### src/sensor_irq_consts.svh
// Register offsets, field positions, bus addresses and reset values of the sensor interrupt block
`ifndef SENSOR_IRQ_CONSTS_SVH
`define SENSOR_IRQ_CONSTS_SVH
`define REG_INFRARED_ROUTE_SELECT 8'hc0
`define REG_FORCE_INTERRUPT_COMMAND 8'he4
`define REG_CLEAR_CHANNEL_IRQ_CLEAR 8'he6
`define REG_ALL_IRQ_CLEAR 8'he7
`define REG_ENABLE 8'h80
`define REG_PERSIST 8'h8c
`define REG_AUX 8'h90
`define REG_STATUS 8'h93
`define REG_THRESH_LOW_L 8'h84
`define REG_THRESH_LOW_H 8'h85
`define REG_THRESH_HIGH_L 8'h86
`define REG_THRESH_HIGH_H 8'h87
`define REG_CLEAR_DATA_L 8'h94
`define REG_CLEAR_DATA_H 8'h95
`define BIT_IR_SELECT 7
`define BIT_CONVERTER_ENABLE 1
`define BIT_THRESH_IRQ_ENABLE 4
`define BIT_SAT_IRQ_ENABLE 5
`define BIT_STATUS_SAT 7
`define BIT_STATUS_THRESH 4
`define BIT_STATUS_VALID 0
`define TARGET_ADDR_A 7'h39
`define TARGET_ADDR_B 7'h29
`define RESET_BYTE 8'h00
`define PERSIST_ZERO 6'h00
`endif

### src/sensor_irq_pkg.sv
// Types shared by the sensor interrupt block
package sensor_irq_pkg;
  // One finished conversion from the analog front end
  typedef struct packed {
    logic [15:0] clear_count;
    logic [15:0] infrared_count;
    logic saturated;
  } sample_t;
  // Bus engine phases
  typedef enum logic [3:0] {
    ST_IDLE, ST_ADDR, ST_ADDR_ACK, ST_REG, ST_REG_ACK, ST_WDATA, ST_WDATA_ACK, ST_RDATA, ST_RDATA_ACK
  } bus_state_t;
endpackage : sensor_irq_pkg

### src/sensor_irq_clear_and_ir_select.sv
// Sensor register target on I2C with infrared routing and interrupt command registers
`timescale 1ns/1ps
`include "sensor_irq_consts.svh"
module sensor_irq_clear_and_ir_select #(
  parameter bit ADDR_VARIANT_B = 1'b0
) (
  input wire logic sys_clk_i,
  input wire logic reset_i,
  input wire logic clk_en_i,
  input wire logic scl_i,
  input wire logic sda_i,
  output logic sda_o,
  output logic sda_oe_o,
  output logic int_n_o,
  output logic int_n_oe_o,
  input wire logic sample_valid_i,
  input wire sensor_irq_pkg::sample_t sample_i,
  output logic converter_enable_o
);
  logic scl_m_q, scl_q, scl_p_q, sda_m_q, sda_q, sda_p_q;
  logic start_w, stop_w, rise_w, fall_w;
  sensor_irq_pkg::bus_state_t state_q;
  logic [2:0] bit_q;
  logic [7:0] shift_q, ptr_q, rdata_q;
  logic rw_q, sda_drv_q, got_reg_q;
  logic [7:0] ir_sel_q, enable_q, persist_q, aux_q;
  logic [15:0] thr_low_q, thr_high_q, clear_data_q;
  logic [7:0] shadow_q;
  logic [5:0] out_cnt_q;
  logic sat_q, thr_irq_q, force_q, valid_q;
  logic wr_stb_w;
  logic [7:0] wr_addr_w;
  logic [15:0] chan_w;
  logic out_range_w, thr_event_w;
  logic [6:0] own_addr_w;

  // Two-stage synchronisers on the bus pins, third stage for edge detection
  always_ff @(posedge sys_clk_i) begin
    if (reset_i) begin
      scl_m_q <= 1'b1;
      scl_q <= 1'b1;
      scl_p_q <= 1'b1;
      sda_m_q <= 1'b1;
      sda_q <= 1'b1;
      sda_p_q <= 1'b1;
    end else if (clk_en_i) begin
      scl_m_q <= scl_i;
      scl_q <= scl_m_q;
      scl_p_q <= scl_q;
      sda_m_q <= sda_i;
      sda_q <= sda_m_q;
      sda_p_q <= sda_q;
    end
  end

  assign start_w = scl_q && scl_p_q && sda_p_q && !sda_q;
  assign stop_w = scl_q && scl_p_q && !sda_p_q && sda_q;
  assign rise_w = scl_q && !scl_p_q;
  assign fall_w = !scl_q && scl_p_q;
  assign own_addr_w = ADDR_VARIANT_B ? `TARGET_ADDR_B : `TARGET_ADDR_A;

  // Read mux; reading the low data byte latches the high byte into a shadow
  function automatic logic [7:0] read_reg(input logic [7:0] a);
    if (a == `REG_INFRARED_ROUTE_SELECT) begin
      read_reg = ir_sel_q;
    end else if (a == `REG_ENABLE) begin
      read_reg = enable_q;
    end else if (a == `REG_PERSIST) begin
      read_reg = persist_q;
    end else if (a == `REG_AUX) begin
      read_reg = aux_q;
    end else if (a == `REG_THRESH_LOW_L) begin
      read_reg = thr_low_q[7:0];
    end else if (a == `REG_THRESH_LOW_H) begin
      read_reg = thr_low_q[15:8];
    end else if (a == `REG_THRESH_HIGH_L) begin
      read_reg = thr_high_q[7:0];
    end else if (a == `REG_THRESH_HIGH_H) begin
      read_reg = thr_high_q[15:8];
    end else if (a == `REG_STATUS) begin
      read_reg = {sat_q, 2'h0, thr_irq_q | force_q, 3'h0, valid_q};
    end else if (a == `REG_CLEAR_DATA_L) begin
      read_reg = clear_data_q[7:0];
    end else if (a == `REG_CLEAR_DATA_H) begin
      read_reg = shadow_q;
    end else begin
      read_reg = 8'h00; // Unmapped reads return zero
    end
  endfunction : read_reg

  // Bus engine: address, register pointer, then data bytes with auto-increment
  always_ff @(posedge sys_clk_i) begin
    if (reset_i) begin
      state_q <= sensor_irq_pkg::ST_IDLE;
      bit_q <= 3'h0;
      shift_q <= `RESET_BYTE;
      ptr_q <= `RESET_BYTE;
      rdata_q <= `RESET_BYTE;
      rw_q <= 1'b0;
      sda_drv_q <= 1'b0;
      got_reg_q <= 1'b0;
    end else if (clk_en_i) begin
      if (start_w) begin
        state_q <= sensor_irq_pkg::ST_ADDR;
        bit_q <= 3'h7;
        sda_drv_q <= 1'b0;
        got_reg_q <= 1'b0; // The clock fall that follows a start carries no byte
      end else if (stop_w) begin
        state_q <= sensor_irq_pkg::ST_IDLE;
        sda_drv_q <= 1'b0;
      end else begin
        case (state_q)
          sensor_irq_pkg::ST_ADDR, sensor_irq_pkg::ST_REG, sensor_irq_pkg::ST_WDATA: begin
            if (rise_w) begin
              shift_q <= {shift_q[6:0], sda_q};
              bit_q <= bit_q - 3'h1;
              got_reg_q <= 1'b1;
            end
            if (fall_w && bit_q == 3'h7 && got_reg_q) begin
              // Full byte shifted in; decide ack
              got_reg_q <= 1'b0;
              if (state_q == sensor_irq_pkg::ST_ADDR) begin
                if (shift_q[7:1] == own_addr_w) begin
                  rw_q <= shift_q[0];
                  sda_drv_q <= 1'b1;
                  state_q <= sensor_irq_pkg::ST_ADDR_ACK;
                  rdata_q <= read_reg(ptr_q);
                end else begin
                  state_q <= sensor_irq_pkg::ST_IDLE;
                end
              end else if (state_q == sensor_irq_pkg::ST_REG) begin
                ptr_q <= shift_q;
                sda_drv_q <= 1'b1;
                state_q <= sensor_irq_pkg::ST_REG_ACK;
              end else begin
                sda_drv_q <= 1'b1;
                state_q <= sensor_irq_pkg::ST_WDATA_ACK;
              end
            end
          end
          sensor_irq_pkg::ST_ADDR_ACK, sensor_irq_pkg::ST_REG_ACK, sensor_irq_pkg::ST_WDATA_ACK: begin
            if (fall_w) begin
              bit_q <= 3'h7;
              if (state_q == sensor_irq_pkg::ST_ADDR_ACK && rw_q) begin
                state_q <= sensor_irq_pkg::ST_RDATA;
                sda_drv_q <= !rdata_q[7];
              end else begin
                sda_drv_q <= 1'b0;
                if (state_q == sensor_irq_pkg::ST_WDATA_ACK) begin
                  ptr_q <= ptr_q + 8'h01;
                end
                state_q <= (state_q == sensor_irq_pkg::ST_ADDR_ACK) ? sensor_irq_pkg::ST_REG
                                                                     : sensor_irq_pkg::ST_WDATA;
              end
            end
          end
          sensor_irq_pkg::ST_RDATA: begin
            if (fall_w) begin
              if (bit_q == 3'h0) begin
                sda_drv_q <= 1'b0;
                state_q <= sensor_irq_pkg::ST_RDATA_ACK;
              end else begin
                bit_q <= bit_q - 3'h1;
                sda_drv_q <= !rdata_q[bit_q - 3'h1];
              end
            end
          end
          sensor_irq_pkg::ST_RDATA_ACK: begin
            if (rise_w) begin
              // Host nack ends the read; ack continues with next register
              if (sda_q) begin
                state_q <= sensor_irq_pkg::ST_IDLE;
              end else begin
                ptr_q <= ptr_q + 8'h01;
                rdata_q <= read_reg(ptr_q + 8'h01);
              end
            end else if (fall_w) begin
              bit_q <= 3'h7;
              state_q <= sensor_irq_pkg::ST_RDATA;
              sda_drv_q <= !rdata_q[7];
            end
          end
          default: begin
            state_q <= sensor_irq_pkg::ST_IDLE;
          end
        endcase
      end
    end
  end

  // Write strobe fires once per received data byte, any value
  assign wr_stb_w = clk_en_i && state_q == sensor_irq_pkg::ST_WDATA && fall_w && bit_q == 3'h7 && got_reg_q;
  assign wr_addr_w = ptr_q;

  // Configuration registers
  always_ff @(posedge sys_clk_i) begin
    if (reset_i) begin
      ir_sel_q <= `RESET_BYTE;
      enable_q <= `RESET_BYTE;
      persist_q <= `RESET_BYTE;
      aux_q <= `RESET_BYTE;
      thr_low_q <= {`RESET_BYTE, `RESET_BYTE};
      thr_high_q <= {`RESET_BYTE, `RESET_BYTE};
    end else if (wr_stb_w) begin
      if (wr_addr_w == `REG_INFRARED_ROUTE_SELECT) begin
        ir_sel_q <= {shift_q[`BIT_IR_SELECT], 7'h00}; // Reserved bits kept zero
      end else if (wr_addr_w == `REG_ENABLE) begin
        enable_q <= shift_q;
      end else if (wr_addr_w == `REG_PERSIST) begin
        persist_q <= {4'h0, shift_q[3:0]};
      end else if (wr_addr_w == `REG_AUX) begin
        aux_q <= shift_q;
      end else if (wr_addr_w == `REG_THRESH_LOW_L) begin
        thr_low_q[7:0] <= shift_q;
      end else if (wr_addr_w == `REG_THRESH_LOW_H) begin
        thr_low_q[15:8] <= shift_q;
      end else if (wr_addr_w == `REG_THRESH_HIGH_L) begin
        thr_high_q[7:0] <= shift_q;
      end else if (wr_addr_w == `REG_THRESH_HIGH_H) begin
        thr_high_q[15:8] <= shift_q;
      end
    end
  end

  assign converter_enable_o = enable_q[`BIT_CONVERTER_ENABLE];
  assign chan_w = ir_sel_q[`BIT_IR_SELECT] ? sample_i.infrared_count : sample_i.clear_count;
  assign out_range_w = (chan_w < thr_low_q) || (chan_w > thr_high_q);

  // Persistence field to required consecutive count; zero means every valid sample
  function automatic logic [5:0] persist_need(input logic [3:0] f);
    if (f < 4'h4) begin
      persist_need = {2'h0, f};
    end else begin
      persist_need = 6'((f - 4'h3) * 5);
    end
  endfunction : persist_need

  assign thr_event_w = sample_valid_i && converter_enable_o && enable_q[`BIT_THRESH_IRQ_ENABLE] &&
                       (persist_q[3:0] == 4'h0 ||
                        (out_range_w && {1'b0, out_cnt_q} + 7'h01 >= {1'b0, persist_need(persist_q[3:0])}));

  // Data capture, shadow and persistence counter
  always_ff @(posedge sys_clk_i) begin
    if (reset_i) begin
      clear_data_q <= {`RESET_BYTE, `RESET_BYTE};
      shadow_q <= `RESET_BYTE;
      out_cnt_q <= `PERSIST_ZERO;
      valid_q <= 1'b0;
    end else if (clk_en_i) begin
      if (!converter_enable_o) begin
        valid_q <= 1'b0;
        out_cnt_q <= `PERSIST_ZERO;
      end else if (sample_valid_i) begin
        clear_data_q <= chan_w;
        valid_q <= 1'b1;
        out_cnt_q <= out_range_w ? ((out_cnt_q == 6'h3f) ? out_cnt_q : out_cnt_q + 6'h01) : `PERSIST_ZERO;
      end
      if (state_q == sensor_irq_pkg::ST_ADDR_ACK && fall_w && rw_q && ptr_q == `REG_CLEAR_DATA_L) begin
        shadow_q <= clear_data_q[15:8];
      end else if (state_q == sensor_irq_pkg::ST_RDATA_ACK && rise_w && !sda_q &&
                   ptr_q == `REG_CLEAR_DATA_H - 8'h02) begin
        shadow_q <= clear_data_q[15:8];
      end
    end
  end

  // Interrupt sources; a new event in the clearing cycle wins over the clear
  always_ff @(posedge sys_clk_i) begin
    if (reset_i) begin
      sat_q <= 1'b0;
      thr_irq_q <= 1'b0;
      force_q <= 1'b0;
    end else if (clk_en_i) begin
      if (wr_stb_w && wr_addr_w == `REG_FORCE_INTERRUPT_COMMAND) begin
        force_q <= 1'b1;
      end else if (wr_stb_w && wr_addr_w == `REG_ALL_IRQ_CLEAR) begin
        force_q <= 1'b0;
      end
      if (thr_event_w) begin
        thr_irq_q <= 1'b1;
      end else if (wr_stb_w && (wr_addr_w == `REG_CLEAR_CHANNEL_IRQ_CLEAR || wr_addr_w == `REG_ALL_IRQ_CLEAR)) begin
        thr_irq_q <= 1'b0;
      end
      if (sample_valid_i && converter_enable_o && sample_i.saturated) begin
        sat_q <= 1'b1;
      end else if (!converter_enable_o ||
                   (wr_stb_w && (wr_addr_w == `REG_CLEAR_CHANNEL_IRQ_CLEAR || wr_addr_w == `REG_ALL_IRQ_CLEAR))) begin
        sat_q <= 1'b0;
      end
    end
  end

  // Open-drain pins: only ever pulled low, pull-ups give the high level
  assign sda_o = 1'b0;
  assign sda_oe_o = sda_drv_q;
  assign int_n_o = 1'b0;
  assign int_n_oe_o = force_q || thr_irq_q || (sat_q && aux_q[`BIT_SAT_IRQ_ENABLE]);
endmodule : sensor_irq_clear_and_ir_select

### config.mk
export PLATFORM = sky130hd
export DESIGN_NAME = sensor_irq_clear_and_ir_select
export DESIGN_NICKNAME = d
export VERILOG_FILES = /design/src/sensor_irq_pkg.sv /design/src/sensor_irq_clear_and_ir_select.sv
export VERILOG_INCLUDE_DIRS = /design/src
export SDC_FILE = /design/constraint.sdc
export NUM_CORES = 1
export LEC_CHECK = 0
export BUFFER_PORTS_ARGS = -buffer_cell sky130_fd_sc_hd__buf_2
export CAP_MARGIN = 10
export CORE_UTILIZATION = 35
export DETAILED_ROUTE_END_ITERATION = 10
export PLACE_DENSITY = 0.59
export SLEW_MARGIN = 20
export SYNTH_ARGS = -nofsm -noshare
export SYNTH_HDL_FRONTEND = slang
export SYNTH_SLANG_ARGS = --single-unit
### constraint.sdc
create_clock -name sys_clk_i -period 9.69 [get_ports sys_clk_i]
set_clock_uncertainty 0.1 [all_clocks]
set_input_delay 0.4845 -clock sys_clk_i [delete_from_list [all_inputs] [get_ports sys_clk_i]]
set_output_delay 0.4845 -clock sys_clk_i [all_outputs]
set_load 0.1 [all_outputs]
==> results.txt <==
The maximum buffer depth of the clock tree is 2. The routability congestion estimate is 0.927. The run finished with clean final reports. The latest clock arrival within the worst-skew pair is approximately 430 ps.

In the post-synthesis netlist, the biggest area contributors are sky130_fd_sc_hd__dfxtp_1 (28%), sky130_fd_sc_hd__mux2i_1 (11%), sky130_fd_sc_hd__ha_1 (7.7%). The overall die height came out at about 160 um. The CTS sink count is roughly 130. Along the worst path, the maximum fanout reaches 30. Of all flip-flops after synthesis, the portion carrying an async set or reset was 0%. The post-synthesis sequential area ratio came out at between 20% and 30%. The max-slew violation total from the final report was 0. The accumulated negative setup slack came out at 0 ps.

The netlist area before placement came out at roughly 9000 um2. Counting instances in the post-synthesis netlist gives the leading cell types as sky130_fd_sc_hd__nor2_1 (151), sky130_fd_sc_hd__dfxtp_1 (127), sky130_fd_sc_hd__nand2_1 (105), sky130_fd_sc_hd__mux2i_1 (97), sky130_fd_sc_hd__a21oi_1 (67). The sort of element at the end of the critical path is a register. Counting flops with a built-in enable in the synthesized netlist gives 0. The number of iterations in the first detailed-routing pass is 5. The total power per unit cell area is 125 nW/um2.

The count of different cell masters after synthesis came out at 82. The launching instance or port of the critical path is ptr_q[0]. The cell at the root of the clock tree is sky130_fd_sc_hd__clkbuf_16.

The final worst-path cycle share is 40.0%. The global routing usage summed across all routing layers is 23.2%. The post-cts gate resize count came out at 0.

The initial antenna violation count is 0. Using the TritonRoute via totals, the vias-per-cell ratio works out to 5.77. The actual slew at the worst max-slew pin came out at 1120 ps. The average wire per cell in the routed design is slightly above 20 um. The top-level port count is 44. The startpoint identified for the worst register-to-register timing path is ptr_q[0]. The worst setup path is launched from a register.

The total of endpoints with negative setup slack in the final report came out at 0. The number of filler cells placed in the layout came out at 2,570. The analysis attributes to cell leakage a power of 3.39 nW. The post-placement worst setup slack is ~5900 ps. The global-route congestion overflow total is 0. The critical path in this run is classified as reg2reg. For this configuration, the core starts out at a cell density of 35.6%. The global-route wire length before repair came out at 46,900 um. During synthesis, Yosys emitted a total of 0 warnings. The maximum number of pins on one net before global-route repair came out at 80. The startpoint identified for the worst hold timing path is scl_i. The final hold slack came out at roughly 170 ps. The violation count after the first detailed-route iteration came out at 849.

The post-route antenna net violation count came out at 0. The number of buffers added on ports is 41. The number of H-tree levels came out at 4. The mean post-synth cell area is 7.87 um2. The worst slew margin relative to its limit is 25.6%. The via count of the first global-routing pass is approximately 8,000. The number of post-CTS setup repair buffers came out at 0. The half-perimeter wire length after detailed placement came out at 22,200 um. The final critical delay including setup and external delays is roughly 3900 ps. In the final layout, the share of cells above drive strength 1 is about a tenth.

IR analysis of the VDD net gives a maximum drop of 116 uV. The total count of hold-check failures in the final report is 0. After detailed routing, the number of remaining DRC violations is 0. The total via count after detailed routing came out at 8,495. The primary flip-flop cell chosen by synthesis mapping is sky130_fd_sc_hd__dfxtp_1. After layout, the worst setup slack is 5810 ps.

The floorplan core area is between 20,000 and 30,000 um2. For this run, the top clock speed supported by timing is 258 MHz. After clock tree synthesis, the clock-pin slew on the worst setup and hold paths is 60 ps.

The number of flip-flops and latches in the synthesized netlist is 127. TritonCTS built the clock tree. The number of cell rows came out at 58. The post-layout net count is about 1,200. At the worst endpoint, the required time is 9960 ps. The final layout contains routed wiring with a total length of 29,900 um.

The overall die area came out at 26,200 um2. The endpoint arrival time on the critical path is 4150 ps. After synthesis, the largest area contributor takes up 28.4% of total cell area. The hold-fix buffer count after cts is 0. Synthesis produced 1,138 cells.

The tightest min-delay check is of the in2reg type. The clock buffer count from CTS is 17. The total chip power is 1.24 mW. The area overhead of the layout relative to synthesis is 10.5%. The number of max-cap violations is 0.

The most area-hungry cell type in the Yosys netlist is sky130_fd_sc_hd__dfxtp_1. The antenna diode count came out at 0. The utilization after layout came out at about 39%.

The die outline width is 162 um. In the post-synthesis netlist, the cell with the most instances is sky130_fd_sc_hd__nor2_1. Setup repair after global routing left no endpoint under its margin.
-- metal layers --
metal / GRT usage, % / part of all wire [%]
met1: 32.5 / 46
met2: 35.1 / 43
met3: 4.29 / 7.7
met4: 8.79 / 3.1
met5: 0 / 0
-- cell families after synthesis --
kind of cell             after synthesis  share of synthesized area (%)
other                                  1                         0.0418
XOR/XNOR                              11                           1.16
AND/OR/NAND/NOR                      410                           21.9
adder cells (fa/ha/maj)               56                           7.90
buffers and inverters                136                           6.09
multiplexers                         115                           13.3
flip-flops                           127                           28.4
AO/OA/AOI/OAI                        282                           21.2
-- per-stage QoR --
stage / instance area (um2) / std cells
after floorplan: 8960 / 1139
after global placement: 9320 / 1441
after detailed placement: 9320 / 1441
after CTS: 9900 / 1473
after global routing: 9910 / 1473
final: 9910 / 1473
-- area by class of cell --
cell class              instances  area (um2)  area share [%]
multi-input cells             876        5880            59.4
flip-flops and latches        127        2540            25.7
clock buffers                  19         443            4.47
well taps                     330         413            4.17
repair buffers                 48         260            2.63
inverters                      60         225            2.27
clock inverters                13         140            1.41
-- registers in the layout, indices dropped and copies added, names as in the netlist, 3 cells and up --
name and cells:
persist_q 4, shift_q 8, clear_data_q 16, ptr_q 8
aux_q 8, rdata_q 8, shadow_q 8, enable_q 8
thr_high_q 16, out_cnt_q 6, state_q 4, thr_low_q 16
bit_q 3
-- where the power goes --
group	total, mW	switching [mW]	leakage (nW)	internal (mW)
Sequential	0.530	0.00516	1.02	0.525
Combinational	0.0698	0.0427	2.09	0.0271
Clock	0.639	0.254	0.275	0.385
-- cells in the final DEF, fill, tap and decap left out, types with 8 or more instances in the layout --
cell type                   Yosys  layout
sky130_fd_sc_hd__a211oi_1      13      13
sky130_fd_sc_hd__a21o_1         9       9
sky130_fd_sc_hd__a21oi_1       67      67
sky130_fd_sc_hd__a22oi_1       12      12
sky130_fd_sc_hd__a31oi_1       14      14
sky130_fd_sc_hd__a32oi_1        9       9
sky130_fd_sc_hd__and2_1        12      12
sky130_fd_sc_hd__and3_1         9       9
sky130_fd_sc_hd__buf_2          7      40
sky130_fd_sc_hd__buf_4          3       8
sky130_fd_sc_hd__clkbuf_16      0      17
sky130_fd_sc_hd__dfxtp_1      127     127
sky130_fd_sc_hd__ha_1          55      55
sky130_fd_sc_hd__inv_1         59      59
sky130_fd_sc_hd__mux2_2        16      16
sky130_fd_sc_hd__mux2i_1       97      97
sky130_fd_sc_hd__nand2_1      105     105
sky130_fd_sc_hd__nand2b_1      14      14
sky130_fd_sc_hd__nand3_1       29      29
sky130_fd_sc_hd__nand4_1       15      15
sky130_fd_sc_hd__nor2_1       151     149
sky130_fd_sc_hd__nor2b_1       12      12
sky130_fd_sc_hd__nor3_1        19      19
sky130_fd_sc_hd__o211ai_1      13      13
sky130_fd_sc_hd__o21ai_0       51      51
sky130_fd_sc_hd__o21ai_1        9       9
sky130_fd_sc_hd__o22ai_1       15      15
sky130_fd_sc_hd__o31ai_1        9       9
-- worst max-delay path: stages (launching register included) --
cell and delay (ps):
sky130_fd_sc_hd__dfxtp_1 530, sky130_fd_sc_hd__ha_1 960, sky130_fd_sc_hd__nand3_1 380, sky130_fd_sc_hd__xnor2_2 290, sky130_fd_sc_hd__a2111oi_4 750, sky130_fd_sc_hd__a21oi_1 110, sky130_fd_sc_hd__a2111o_1 410, sky130_fd_sc_hd__a21oi_1 160
sky130_fd_sc_hd__o31a_1 130
-- worst paths after layout --
path | endpoint | slack, ps | cells past startpoint
worst max-delay path | rdata_q[6] | 5810 | 8
worst min-delay path | scl_m_q | 170 | 3
worst min register to register | sda_oe_o | 360 | 2
worst max register to register | rdata_q[6] | 5810 | 8
Note: power is estimated with default switching activity, not from simulation.
